<file path="config.mk">
export PLATFORM = sky130hd
export DESIGN_NAME = supply_monitor_ctrl_regs
export DESIGN_NICKNAME = d
export VERILOG_FILES = /design/src/common/supply_monitor_pkg.sv /design/src/hw/sample_strobe.sv /design/src/hw/supply_monitor_ctrl_regs.sv /design/src/hw/supply_sync.sv
export VERILOG_INCLUDE_DIRS = /design/src /design/src/common
export SDC_FILE = /design/constraint.sdc
export NUM_CORES = 1
export LEC_CHECK = 0
export BUFFER_PORTS_ARGS = -buffer_cell sky130_fd_sc_hd__buf_2
export CAP_MARGIN = 20
export CORE_MARGIN = 4
export CORE_UTILIZATION = 50
export DETAILED_ROUTE_END_ITERATION = 12
export PLACE_DENSITY = 0.73
export SYNTH_ARGS = -nofsm -noshare
export SYNTH_HDL_FRONTEND = slang
export SYNTH_SLANG_ARGS = --single-unit
</file>
<file path="constraint.sdc">
create_clock -name clk -period 2.7 [get_ports clk]
set_input_delay 0.81 -clock clk [delete_from_list [all_inputs] [get_ports clk]]
set_output_delay 0.81 -clock clk [all_outputs]
set_load 0.05 [all_outputs]
</file>
<file path="src/common/supply_monitor_map.svh">
`ifndef SUPPLY_MONITOR_MAP_SVH
`define SUPPLY_MONITOR_MAP_SVH

// Register offsets (byte addresses)
`define SMON_ADDR_W 4
`define SMON_OFF_MODE 4'h0
`define SMON_OFF_TRIP 4'h1
`define SMON_OFF_MARGIN 4'h8
`define SMON_OFF_IRQCTL 4'h9
`define SMON_OFF_FLAGS 4'hA
`define SMON_OFF_STATE 4'hB
`define SMON_OFF_GUARD 4'hC

// Field positions
`define SMON_SLEEP_LSB 0
`define SMON_ACTIVE_LSB 2
`define SMON_SAMPFREQ_BIT 4
`define SMON_IE_BIT 0
`define SMON_EDGE_LSB 1
`define SMON_FLAG_BIT 0
`define SMON_STATE_BIT 0

// Reset values
`define SMON_MARGIN_RST 8'h00
`define SMON_IRQCTL_RST 8'h00
`define SMON_FLAGS_RST 8'h00

// Unlock key and window
`define SMON_UNLOCK_KEY 8'hD8
`define SMON_UNLOCK_WINDOW 3'h4

// Sampled mode strobe: 1 kHz at 25 MHz clock
`define SMON_CLK_HZ 25000000
`define SMON_SAMPLE_HZ 1000
`define SMON_SAMPLE_CYCLES (`SMON_CLK_HZ / `SMON_SAMPLE_HZ)

`endif

</file>
<file path="src/common/supply_monitor_pkg.sv">
package supply_monitor_pkg;

    // Detector operating mode
    typedef enum logic [1:0] {
        MODE_OFF = 2'h0,
        MODE_CONT = 2'h1,
        MODE_SAMPLED = 2'h2,
        MODE_RSVD = 2'h3
    } det_mode_t;

    // Warning edge selection
    typedef enum logic [1:0] {
        EDGE_BELOW = 2'h0,
        EDGE_ABOVE = 2'h1,
        EDGE_CROSS = 2'h2,
        EDGE_RSVD = 2'h3
    } warn_edge_t;

    // Boot option word carried at reset
    typedef struct packed {
        logic [2:0] tripLevel;
        logic sampFreq;
        det_mode_t activeMode;
        det_mode_t sleepMode;
    } boot_opt_t;

    // Register port request
    typedef struct packed {
        logic [3:0] addr;
        logic [7:0] wdata;
        logic wr;
        logic rd;
    } reg_req_t;

endpackage : supply_monitor_pkg

</file>
<file path="src/hw/sample_strobe.sv">
`timescale 1ns/1ns
`default_nettype none
`include "supply_monitor_map.svh"
module sample_strobe (
    input wire logic clk,
    input wire logic arst_n,
    input wire logic slowRate,
    output logic tick
);
    localparam logic [17:0] FAST_CNT = 18'(`SMON_SAMPLE_CYCLES - 1);
    localparam logic [17:0] SLOW_CNT = 18'((`SMON_SAMPLE_CYCLES * 8) - 1);
    logic [17:0] count_r;
    logic [17:0] limit;
    logic atEnd;

    assign limit = slowRate ? SLOW_CNT : FAST_CNT;
    assign atEnd = (count_r >= limit);

    // Free-running divider giving a one-cycle sample pulse
    always_ff @(posedge clk or negedge arst_n) begin
        if (!arst_n) begin
            count_r <= 18'h00000;
        end else begin
            count_r <= atEnd ? 18'h00000 : count_r + 18'h00001;
        end
    end

    assign tick = atEnd;
endmodule : sample_strobe
`default_nettype wire

</file>
<file path="src/hw/supply_monitor_ctrl_regs.sv">
// Function
// - Mode fields encode off, continuous, sampled, reserved; boot-loaded.
// - Trip level is read-only, bits 7:3 zero, level field boot-loaded.
// - The margin field puts the warning 5, 15 or 25 percent above trip.
// - Edge field bits 2:1 pick falling below, rising above or either.
// - Bit 0 of the interrupt control register enables the warning.
// - The flag sets on the comparator transition the edge field picks.
// - The warning flag holds while the detector is disabled.
// - The status bit reads 1 while supply is below the warning level.
// - The status bit is only meaningful while the detector is enabled.
// - The request is high while enable and flag are both set.
// - The warning follows the detector mode, continuous, sampled or off.
// - Sleep field writes land only within four accesses after the key.
// - Deep sleep selects the sleep mode, otherwise the active mode.
//
// Chosen here: the plain strobed port.
`timescale 1ns/1ns
`default_nettype none
`include "supply_monitor_map.svh"
module supply_monitor_ctrl_regs
    import supply_monitor_pkg::*;
(
    input wire logic clk,
    input wire logic arst_n,
    input wire supply_monitor_pkg::boot_opt_t bootOptWord,
    input wire logic bootLoad,
    input wire logic deepSleep,
    input wire logic belowWarnAsync,
    input wire logic [3:0] regAddr,
    input wire logic [7:0] regWdata,
    input wire logic regWr,
    input wire logic regRd,
    output logic [7:0] regRdata,
    output logic detEnable,
    output logic detSampled,
    output logic [2:0] tripLevelSel,
    output logic [1:0] warnMarginSel,
    output logic warnIrq
);
    import supply_monitor_pkg::*;

    function automatic logic modeOn(input det_mode_t m);
        modeOn = (m == MODE_CONT) || (m == MODE_SAMPLED) ||
                 (m == MODE_RSVD);
    endfunction : modeOn

    reg_req_t req;
    det_mode_t activeMode_r;
    det_mode_t sleepMode_r;
    logic sampFreq_r;
    logic [2:0] tripLevel_r;
    logic [1:0] margin_r;
    warn_edge_t edge_r;
    logic irqEn_r;
    logic flag_r;
    logic flag_nxt;
    logic state_r;
    logic prevBelow_r;
    logic [2:0] unlockCnt_r;
    logic [2:0] unlockCnt_nxt;
    logic [7:0] rdata_r;
    logic bootPend_r;
    logic belowSync;
    logic sampleTick;
    det_mode_t curMode;
    logic detOn;
    logic evalNow;
    logic fallEdge;
    logic riseEdge;
    logic trigger;
    logic clearReq;
    logic guardHit;
    logic sleepWrOk;
    logic wrMode;
    logic wrMargin;
    logic wrIrqCtl;
    logic wrFlags;
    logic wrGuard;
    logic [7:0] rdMux;

    assign req = '{addr: regAddr, wdata: regWdata, wr: regWr, rd: regRd};

    // Comparator input brought into the clock domain
    supply_sync u_sync (
        .clk(clk),
        .arst_n(arst_n),
        .asyncIn(belowWarnAsync),
        .syncOut(belowSync)
    );

    // Sample pulse for sampled mode
    sample_strobe u_strobe (
        .clk(clk),
        .arst_n(arst_n),
        .slowRate(sampFreq_r),
        .tick(sampleTick)
    );

    // Effective mode: sleep field in deep sleep, active field otherwise
    assign curMode = deepSleep ? sleepMode_r : activeMode_r;
    assign detOn = modeOn(curMode);
    assign detEnable = detOn;
    assign detSampled = (curMode == MODE_SAMPLED);
    // Warning evaluated continuously or only on sample pulses
    assign evalNow = detOn && (!detSampled || sampleTick);

    // Edge detection on the synchronised comparator
    assign fallEdge = belowSync && !prevBelow_r;
    assign riseEdge = !belowSync && prevBelow_r;
    assign trigger = evalNow && (
        ((edge_r == EDGE_BELOW) && fallEdge) ||
        ((edge_r == EDGE_ABOVE) && riseEdge) ||
        ((edge_r == EDGE_CROSS) && (fallEdge || riseEdge)));

    // Address decode
    assign wrMode = req.wr && (req.addr == `SMON_OFF_MODE);
    assign wrMargin = req.wr && (req.addr == `SMON_OFF_MARGIN);
    assign wrIrqCtl = req.wr && (req.addr == `SMON_OFF_IRQCTL);
    assign wrFlags = req.wr && (req.addr == `SMON_OFF_FLAGS);
    assign wrGuard = req.wr && (req.addr == `SMON_OFF_GUARD);
    assign guardHit = wrGuard && (req.wdata == `SMON_UNLOCK_KEY);
    assign sleepWrOk = wrMode && (unlockCnt_r != 3'h0);
    assign clearReq = wrFlags && req.wdata[`SMON_FLAG_BIT];

    // Flag: set wins over clear, held while detector off
    assign flag_nxt = trigger ? 1'b1 :
                      (clearReq ? 1'b0 : flag_r);

    // Unlock window counts down on each access
    always_comb begin
        unlockCnt_nxt = unlockCnt_r;
        if (guardHit) begin
            unlockCnt_nxt = `SMON_UNLOCK_WINDOW;
        end else if (sleepWrOk) begin
            unlockCnt_nxt = 3'h0;
        end else if ((req.wr || req.rd) && unlockCnt_r != 3'h0) begin
            unlockCnt_nxt = unlockCnt_r - 3'h1;
        end
    end

    // Read mux
    always_comb begin
        rdMux = 8'h00;
        if (req.addr == `SMON_OFF_MODE) begin
            rdMux = {3'h0, sampFreq_r, activeMode_r, sleepMode_r};
        end else if (req.addr == `SMON_OFF_TRIP) begin
            rdMux = {5'h00, tripLevel_r};
        end else if (req.addr == `SMON_OFF_MARGIN) begin
            rdMux = {6'h00, margin_r};
        end else if (req.addr == `SMON_OFF_IRQCTL) begin
            rdMux = {5'h00, edge_r, irqEn_r};
        end else if (req.addr == `SMON_OFF_FLAGS) begin
            rdMux = {7'h00, flag_r};
        end else if (req.addr == `SMON_OFF_STATE) begin
            rdMux = {7'h00, state_r};
        end else if (req.addr == `SMON_OFF_GUARD) begin
            rdMux = {5'h00, unlockCnt_r};
        end
    end

    // Boot option word captured at or after reset release
    always_ff @(posedge clk or negedge arst_n) begin
        if (!arst_n) begin
            bootPend_r <= 1'b1;
            activeMode_r <= MODE_OFF;
            sleepMode_r <= MODE_OFF;
            sampFreq_r <= 1'b0;
            tripLevel_r <= 3'h0;
        end else if (bootPend_r || bootLoad) begin
            bootPend_r <= 1'b0;
            activeMode_r <= bootOptWord.activeMode;
            sleepMode_r <= bootOptWord.sleepMode;
            sampFreq_r <= bootOptWord.sampFreq;
            tripLevel_r <= bootOptWord.tripLevel;
        end else if (sleepWrOk) begin
            sleepMode_r <= det_mode_t'(req.wdata[1:0]);
        end
    end

    // Software-written configuration
    always_ff @(posedge clk or negedge arst_n) begin
        if (!arst_n) begin
            margin_r <= 2'h0;
            edge_r <= EDGE_BELOW;
            irqEn_r <= 1'b0;
        end else if (wrMargin) begin
            margin_r <= req.wdata[1:0];
        end else if (wrIrqCtl) begin
            edge_r <= warn_edge_t'(req.wdata[2:1]);
            irqEn_r <= req.wdata[`SMON_IE_BIT];
        end
    end

    // Flag, live state, edge history, unlock and read data
    always_ff @(posedge clk or negedge arst_n) begin
        if (!arst_n) begin
            flag_r <= 1'b0;
            state_r <= 1'b0;
            prevBelow_r <= 1'b0;
            unlockCnt_r <= 3'h0;
            rdata_r <= 8'h00;
        end else begin
            flag_r <= flag_nxt;
            if (evalNow) begin
                state_r <= belowSync;
                prevBelow_r <= belowSync;
            end
            unlockCnt_r <= unlockCnt_nxt;
            rdata_r <= req.rd ? rdMux : 8'h00;
        end
    end

    assign regRdata = rdata_r;
    assign tripLevelSel = tripLevel_r;
    assign warnMarginSel = margin_r;
    // Level request while enabled and flagged
    assign warnIrq = irqEn_r && flag_r;
endmodule : supply_monitor_ctrl_regs
`default_nettype wire

</file>
<file path="src/hw/supply_sync.sv">
`timescale 1ns/1ns
`default_nettype none
module supply_sync (
    input wire logic clk,
    input wire logic arst_n,
    input wire logic asyncIn,
    output logic syncOut
);
    logic stage1_r;
    logic stage2_r;

    // Two-stage synchroniser; first stage feeds only the second
    always_ff @(posedge clk or negedge arst_n) begin
        if (!arst_n) begin
            stage1_r <= 1'b0;
            stage2_r <= 1'b0;
        end else begin
            stage1_r <= asyncIn;
            stage2_r <= stage1_r;
        end
    end

    assign syncOut = stage2_r;
endmodule : supply_sync
`default_nettype wire
</file>
**Yosys cells after proc, flatten, opt, wreduce, memory -nomap -nowiden**

Cells that the tools add are included.

- Register bits: 47
- Input port bits: 27
- Word-level logic and storage cells: 84

- Add/subtract/negate cells: 2
- $lt $le $gt $ge: 1
- Equal/unequal tests: 12
- Muxes and demuxes: 18
- Bitwise operators: 1
- Reductions and logical operators: 35

Operators with widths:

| operator | number |
|---|---|
| 18-bit two-way mux | 2 |
| 3-bit two-way mux | 9 |
| 4-bit equality test (second input constant) | 5 |
| 18-bit by 1-bit adder with 18-bit output (second input constant) | 1 |
| 18-bit >= comparator | 1 |
| 1-bit logical AND | 17 |
| 8-bit equality test (second input constant) | 1 |
| 1-bit logical OR | 8 |
| 8-bit two-way mux | 1 |
| 2-bit equality test (second input constant) | 3 |
| 2-bit two-way mux | 3 |
| 3-bit nonzero test | 2 |
| 5-bit two-way mux | 1 |
| 2-bit by 1-bit equality test with 1-bit output (second input constant) | 2 |
| 4-bit by 1-bit equality test with 1-bit output (second input constant) | 1 |
| 4-bit logical NOT | 1 |
| 2-bit nonzero test | 2 |
| 1-bit logical NOT | 3 |
| 3-bit by 1-bit subtractor with 3-bit output (second input constant) | 1 |
| 2-bit logical NOT | 1 |
| 1-bit two-way mux | 2 |
| 2-bit AND reduction | 1 |
| 1-bit inverter | 1 |

**Logic depth before layout (Yosys ltp)**

Gate-level depths: netlist (run 1).

- Depth after elaboration: 9
- Gate-level depth with buffers: 8
- Gate-level depth less buffers: 7

**Hierarchy**

A second synthesis (run 1) with hierarchy kept.

- Cell total of the unflattened synthesis: 248
- Area, all modules: 2,508.7 um2

By module, submodules not included:

| module | times used | cells each | area an instance (um2) | seq. area each (um2) |
|---|---|---|---|---|
| supply_monitor_ctrl_regs | 1 | 133 | 1,346.3 | 601.8 |
| sample_strobe | 1 | 113 | 1,112.3 | 450.4 |
| supply_sync | 1 | 2 | 50.0 | 50.0 |

**Worst setup path after synthesis (run 1)**

OpenSTA, ideal clock, no wires.

- Kind: in2out
- Start point: input deepSleep
- End point: output detSampled
- Data arrival time: 1.906 ns
- Required time: 1.890 ns
- Slack: -0.016 ns
- Stages on the path: 1
- Path buffers: 0
- Path through: o21ai_0

- Cells in the longest elaborated chain, start to end: 2

Ends and longest elaborated chain:

| item | line | RTL |
|---|---|---|
| start: declaration | supply_monitor_ctrl_regs.sv:27 | `input wire logic deepSleep,` |
| 2-bit two-way mux | supply_monitor_ctrl_regs.sv:100 | `assign curMode = deepSleep ? sleepMode_r : activeMode_r;` |
| 2-bit equality test | supply_monitor_ctrl_regs.sv:103 | `assign detSampled = (curMode == MODE_SAMPLED);` |
| end: declaration | supply_monitor_ctrl_regs.sv:35 | `output logic detSampled,` |

Every way passes these cells.

**Worst setup path after layout (run 1)**

- Start point: input deepSleep
- End point: output detEnable

- Cells in the longest elaborated chain, start to end: 4

Ends and longest elaborated chain:

| item | line | RTL |
|---|---|---|
| 2-bit two-way mux (*) | supply_monitor_ctrl_regs.sv:100 |  |
| 2-bit by 1-bit equality test with 1-bit output or 2-bit equality test (tied branches) | supply_monitor_ctrl_regs.sv:43 | `modeOn = (m == MODE_CONT) \|\| (m == MODE_SAMPLED) \|\|` |
| 1-bit logical OR | supply_monitor_ctrl_regs.sv:43 |  |
| 1-bit logical OR (*) | supply_monitor_ctrl_regs.sv:43 |  |
| end: declaration | supply_monitor_ctrl_regs.sv:34 | `output logic detEnable,` |

Mark *: on every way between the ends. The rest lies on a longest branch, timed or not.

==> out/metrics.cfg, run 1 <==
[yosys]
netlist.area_leader.share = 0.443
ys_seq_area_frac = 0.453
synth_simple_gate_area_frac = 0.210
synth_xor_area_frac = 0.0612
async_flop_share = 1.00
ys_warn_count = 0
synth.distinct_cells = 42
synth_mux_area_frac = 0.0942
synthAdderAreaFrac = 0.0721
synth-main-ff-cell = dfrtp_1
synth-edff-count = 0
synth_compound_area_frac = 0.0741
yosys.area.top_type = dfrtp_1
netlist_instances = 236
netlist_top_cells_area = dfrtp_1, ha_1, mux2_2
syn_area_per_cell_um2 = 10.3
ys_ff_latch = 44
syn-cell-area_mm2 = 0.00243
synth_top_family_by_area = simple AND/OR/NAND/NOR gates

[floorplan]
dieArea_mm2 = 0.00604
num_rows = 25
io_pins = 43
core_area_mm2 = 0.00472
dieWidth_um = 77.7
start_util = 0.515
die_h_um = 77.7

[power]
powerDensity_mw_per_mm2 = 607
p_leak_nw = 1.37
irDropWorstVdd_mv = 0.288
p_total_mw = 1.71

[timing]
rsz0062_at_grt = false
clock.fmax_mhz = 440
fin_crit_ns = 2.27
finalCritPeriodShare = 0.842
finClkSkew_ns = 0.00604
final_max_slew_viol_count = 0
slew_headroom = 0.641
setup_viol = 0
hold_viol_final = 0
tns_ns = 0
worst_slew_pin_slew_ns = 0.534

[clock_tree]
htreeDepth = 2
ctsResizeCount = 0
postCtsSetupBuffers = 0
path_clk_slew_ns = 0.08
cts_root_buf = clkbuf_8
clk-insertion-delay-late_ns = 0.30
cts_buffers = 5
ctsHoldBuffers = 0
ctsLongestPathBuffers = 2
cts_tree = built
cts_sinks = 44

[worst_setup_path]
critPathRequiredTime_ns = 1.89
r2r-start = sampFreq_r
r2r_slack_ns = 0.52
rr_endpoint = flag_r
cp-start-kind = input pin
end_kind = output port
crit_fanout = 5
crit_arrival_ns = 1.46
reg2reg_depth = 7
critPathKind = in2out

[run_status]
status = finished clean

[grt]
grt_pass1_wl_um = 8360
antenna_found_initial = 0
grt-ovfl-total = 0
grt_pass1_vias = 1771
grt_usage = 0.173
grt_max_degree = 45

[route]
wl_met2_um = 2330
postRouteAntennaNets = 0
drc = 0
wl_met1_um = 2250
post_drt_wl_per_cell_um = 13.9
route.final.wire_length_um = 4850
vias = 1841
drt_iter0_markers = 183
firstDrtPassIters = 4
highest_layer = met4
met3_wirelength_um = 199
via_per_inst = 5.29

[place]
dpl.cell_count = 340
dp_hpwl_um = 3620
gp_congestion = 0.822
portBuffers = 39

[final_layout]
final_nets = 321
area_growth_pct = 15.7
nFillCells = 421
diodes = 0
final_cell_count_no_fill = 348
drive_gt1_frac = 0.249

[flow_run]
drv_cap = 0

[min_path]
hold_path_end = u_sync.syncOut
hp-start = u_sync.stage1_r
min_path_cells = 0
hold_path.class = reg2reg

-- state kept, by name (all words and copies together) (netlist names) --
signal,count
prevBelow_r,1
irqEn_r,1
u_strobe.count_r,18
u_sync.stage1_r,1
bootPend_r,1
warnMarginSel,2
sleepMode_r,2
activeMode_r,2
unlockCnt_r,3
edge_r,2
u_sync.syncOut,1
sampFreq_r,1
tripLevelSel,3
regRdata,5
flag_r,1
-- metrics by stage --
step	util	area (um2)	worst slack [ns]	hold slack (ns)
floorplan	-	2440	0.262	0.331
global placement	0.571	2700	0.491	0.335
detailed placement	0.571	2700	0.416	0.337
CTS	0.596	2810	0.439	0.357
global route	0.596	2810	0.366	0.360
finish	0.596	2810	0.427	0.354
-- Yosys cell counts (5+ instances only) --
cell type	count
inv_1	8
a21oi_1	9
nand4b_1	5
and3_1	5
xor2_1	11
xnor2_1	6
o21ai_0	8
nor2_1	39
dfrtp_1	43
nand2_1	13
ha_1	14
mux2i_1	6
mux2_2	13
nand3_1	9
-- critical path, stage by stage --
cell     delay [ns]
buf_2          0.12
nor3_1         0.05
a21oi_1        0.18
buf_2          0.30
-- kinds of logic after synthesis --
| logic type | count (synthesis) |
|---|---|
| buffers and inverters | 15 |
| adders and majority gates | 14 |
| AOI/OAI and AO/OA | 27 |
| other | 1 |
| muxes | 20 |
| DFF | 44 |
| xor gates and xnor gates | 17 |
| and+or+nand+nor | 98 |
-- worst max-delay path by stage --
stage                           from             endpoint  slack, ns  cells past startpoint
after floorplan            deepSleep            detEnable       0.26                      2
after global routing      sampFreq_r  u_strobe.count_r[5]       0.37                      7
after global placement     deepSleep            detEnable       0.49                      4
after detailed placement  regAddr[0]       sleepMode_r[1]       0.42                      6
after CTS                  deepSleep            detEnable       0.44                      4
final                      deepSleep            detEnable       0.43                      4
-- power breakdown --
part / internal, mW / switching, mW
Combinational: 0.162 / 0.239
Sequential: 0.728 / 0.0600
Clock: 0.279 / 0.242
-- layout make-up --
cell class / count / area (um2) / area share
repair buffers: 41 / 223 / 0.0791
clock inverters: 3 / 46.3 / 0.0165
inverters: 8 / 30.0 / 0.0107
well taps: 67 / 83.8 / 0.0298
flip-flops and latches: 44 / 1100 / 0.392
clock buffers: 5 / 68.8 / 0.0245
multi-input cells: 180 / 1260 / 0.448
-- metal layers --
layer | up-vias | track usage
met5 | - | 0
met4 | 0 | 0.0463
met3 | 9 | 0.0418
met2 | 43 | 0.292
met1 | 877 | 0.222
li1 | 912 | -
-- cells in the final DEF, fill, tap and decap left out, types with 2 or more instances in the layout --
cell type,count
a22oi_1,2
o21ai_0,7
a21o_1,2
nand2b_1,3
nand2_1,13
mux2_2,13
nor3_1,3
nand4b_1,5
buf_2,39
dfrtp_1,43
nand4_1,3
conb_1,4
nand3_1,9
nor4_1,4
nor2_1,39
xor2_1,11
and3_1,5
and2_1,2
clkbuf_8,5
inv_1,8
xnor2_1,6
mux2i_1,6
a21oi_1,9
ha_1,14
nand3b_1,4
and3b_1,2
(Power assumes the default switching activity.)
==> run 2: changes to the inputs <==
==> constraint.sdc (replaced) <==
create_clock -name clk -period 2.1 [get_ports clk]
set_input_delay 0.63 -clock clk [delete_from_list [all_inputs] [get_ports clk]]
set_output_delay 0.63 -clock clk [all_outputs]
set_load 0.05 [all_outputs]
==> run 2 against run 1 <==
Compared with the run above:
- clock-buffer cell count is 1 higher
- core utilization is 0.16 points higher
- sequential cell count stayed put
- first-iteration DRC count is 40% lower
- wire length is 1.7% higher
- hold slack worse by 0.069 ns
- final area is 0.27% higher
- worst setup slack worse by 0.34 ns
- total power is 21% higher
- global-route usage is 0.26 points higher
- sequential power is 28% higher
- clock power is 0.8% higher
==> out/metrics.cfg, run 2 (synthesis gave the netlist of run 1 again) <==
[clock_tree]
path_clk_slew_ns = 0.08
cts_buffers = 5
htreeDepth = 2
clk-insertion-delay-late_ns = 0.30
postCtsSetupBuffers = 0
cts_tree = built
cts_root_buf = clkbuf_8
ctsLongestPathBuffers = 2
ctsHoldBuffers = 0
cts_sinks = 44

[final_layout]
final_cell_mix = dfrtp_1, nor2_1, buf_2, ha_1
post-route-util = 0.597
final_cell_count_no_fill = 353
diodes = 0
final_nets = 326
nFillCells = 417
largest_register_ffs = 18
final_common_cell = dfrtp_1
area_growth_pct = 16.1
largest_register = u_strobe.count_r
stdcell_area_mm2 = 0.00282
drive_gt1_frac = 0.262

[worst_setup_path]
end_kind = output port
crit_fanout = 5
r2r-start = sampFreq_r
critPathRequiredTime_ns = 1.47
critPathKind = in2out
cpMostUsedCell = buf_2
crit_family = buffers and inverters
critPathLaunch = deepSleep
cpPeakStageDelay_ns = 0.32
cp_slowest_cell = buf_2
crit_arrival_ns = 1.38
crit_buf_inv = 2
r2r_slack_ns = 0.15
crit_chain = buf_2 > nor3_1 > a21oi_1 > buf_2
cp-start-kind = input pin

[run_status]
status = finished clean

[timing]
worst_slew_pin_slew_ns = 0.512
fin_ws_ns = 0.0918
rsz0062_at_grt = false
whs_ns = 0.285
slew_headroom = 0.656
setup_viol = 0
tns_ns = 0
clock.fmax_mhz = 498
hold_viol_final = 0
final_max_slew_viol_count = 0
finClkSkew_ns = 0.00407
finalCritPeriodShare = 0.956
fin_crit_ns = 2.01

[route]
firstDrtPassIters = 4
postRouteAntennaNets = 0
drt_iter0_markers = 110
vias = 1827
route.final.wire_length_um = 4930
drc = 0
via_per_inst = 5.18
post_drt_wl_per_cell_um = 14.0

[place]
dp_hpwl_um = 3730
gp_congestion = 0.785
place_ws_ns = 0.0834
place_area_mm2 = 0.00274
portBuffers = 39
dpl.cell_count = 345

[floorplan]
dieWidth_um = 77.7
die_h_um = 77.7
core_area_mm2 = 0.00472
num_rows = 25
io_pins = 43
start_util = 0.515
dieArea_mm2 = 0.00604

[power]
p_total_mw = 2.07
powerDensity_mw_per_mm2 = 734
irDropWorstVdd_mv = 0.352
p_leak_nw = 1.38

[min_path]
hold_path.class = in2async

[grt]
grt_max_degree = 45
grt_pass1_wl_um = 8400
grt_pass1_vias = 1785
grt_usage = 0.176
antenna_found_initial = 0
grt-ovfl-total = 0

[flow_run]
drv_cap = 0

[run 2: final timing paths]
check	endpoint	cells past startpoint
max	detEnable	4
min	u_strobe.count_r[9]	2
max reg2reg	u_strobe.count_r[3]	8
min reg2reg	u_sync.syncOut	0
min in group clk	u_sync.syncOut	0
max in group asynchronous	bootPend_r	2
[run 2: timing repair]
action                                  CTS  global route
gates resized for setup                   0             1
endpoints found under the hold margin     0             0
endpoints found under the setup margin    0            19
[run 2: final cells by class]
class,count,area (um2),area share
clock buffers,6,72.6,0.0257
clock inverters,2,12.5,0.00443
well taps,67,83.8,0.0297
multi-input cells,180,1260,0.447
repair buffers,46,260,0.0922
inverters,8,30.0,0.0106
flip-flops and latches,44,1100,0.391
[run 2: layer usage]
metal  vias to the layer above  share of wire  global-route usage
li1                        920              -                   -
met1                       867           0.48               0.228
met2                        33           0.47               0.286
met3                         7          0.044              0.0452
met4                         0          0.013              0.0587
met5                         -              0                   0
[run 2: report_power, final]
part,internal (mW),switching [mW],leakage [nW]
Sequential,0.936,0.0744,0.552
Combinational,0.221,0.315,0.792
Clock,0.233,0.291,0.0412
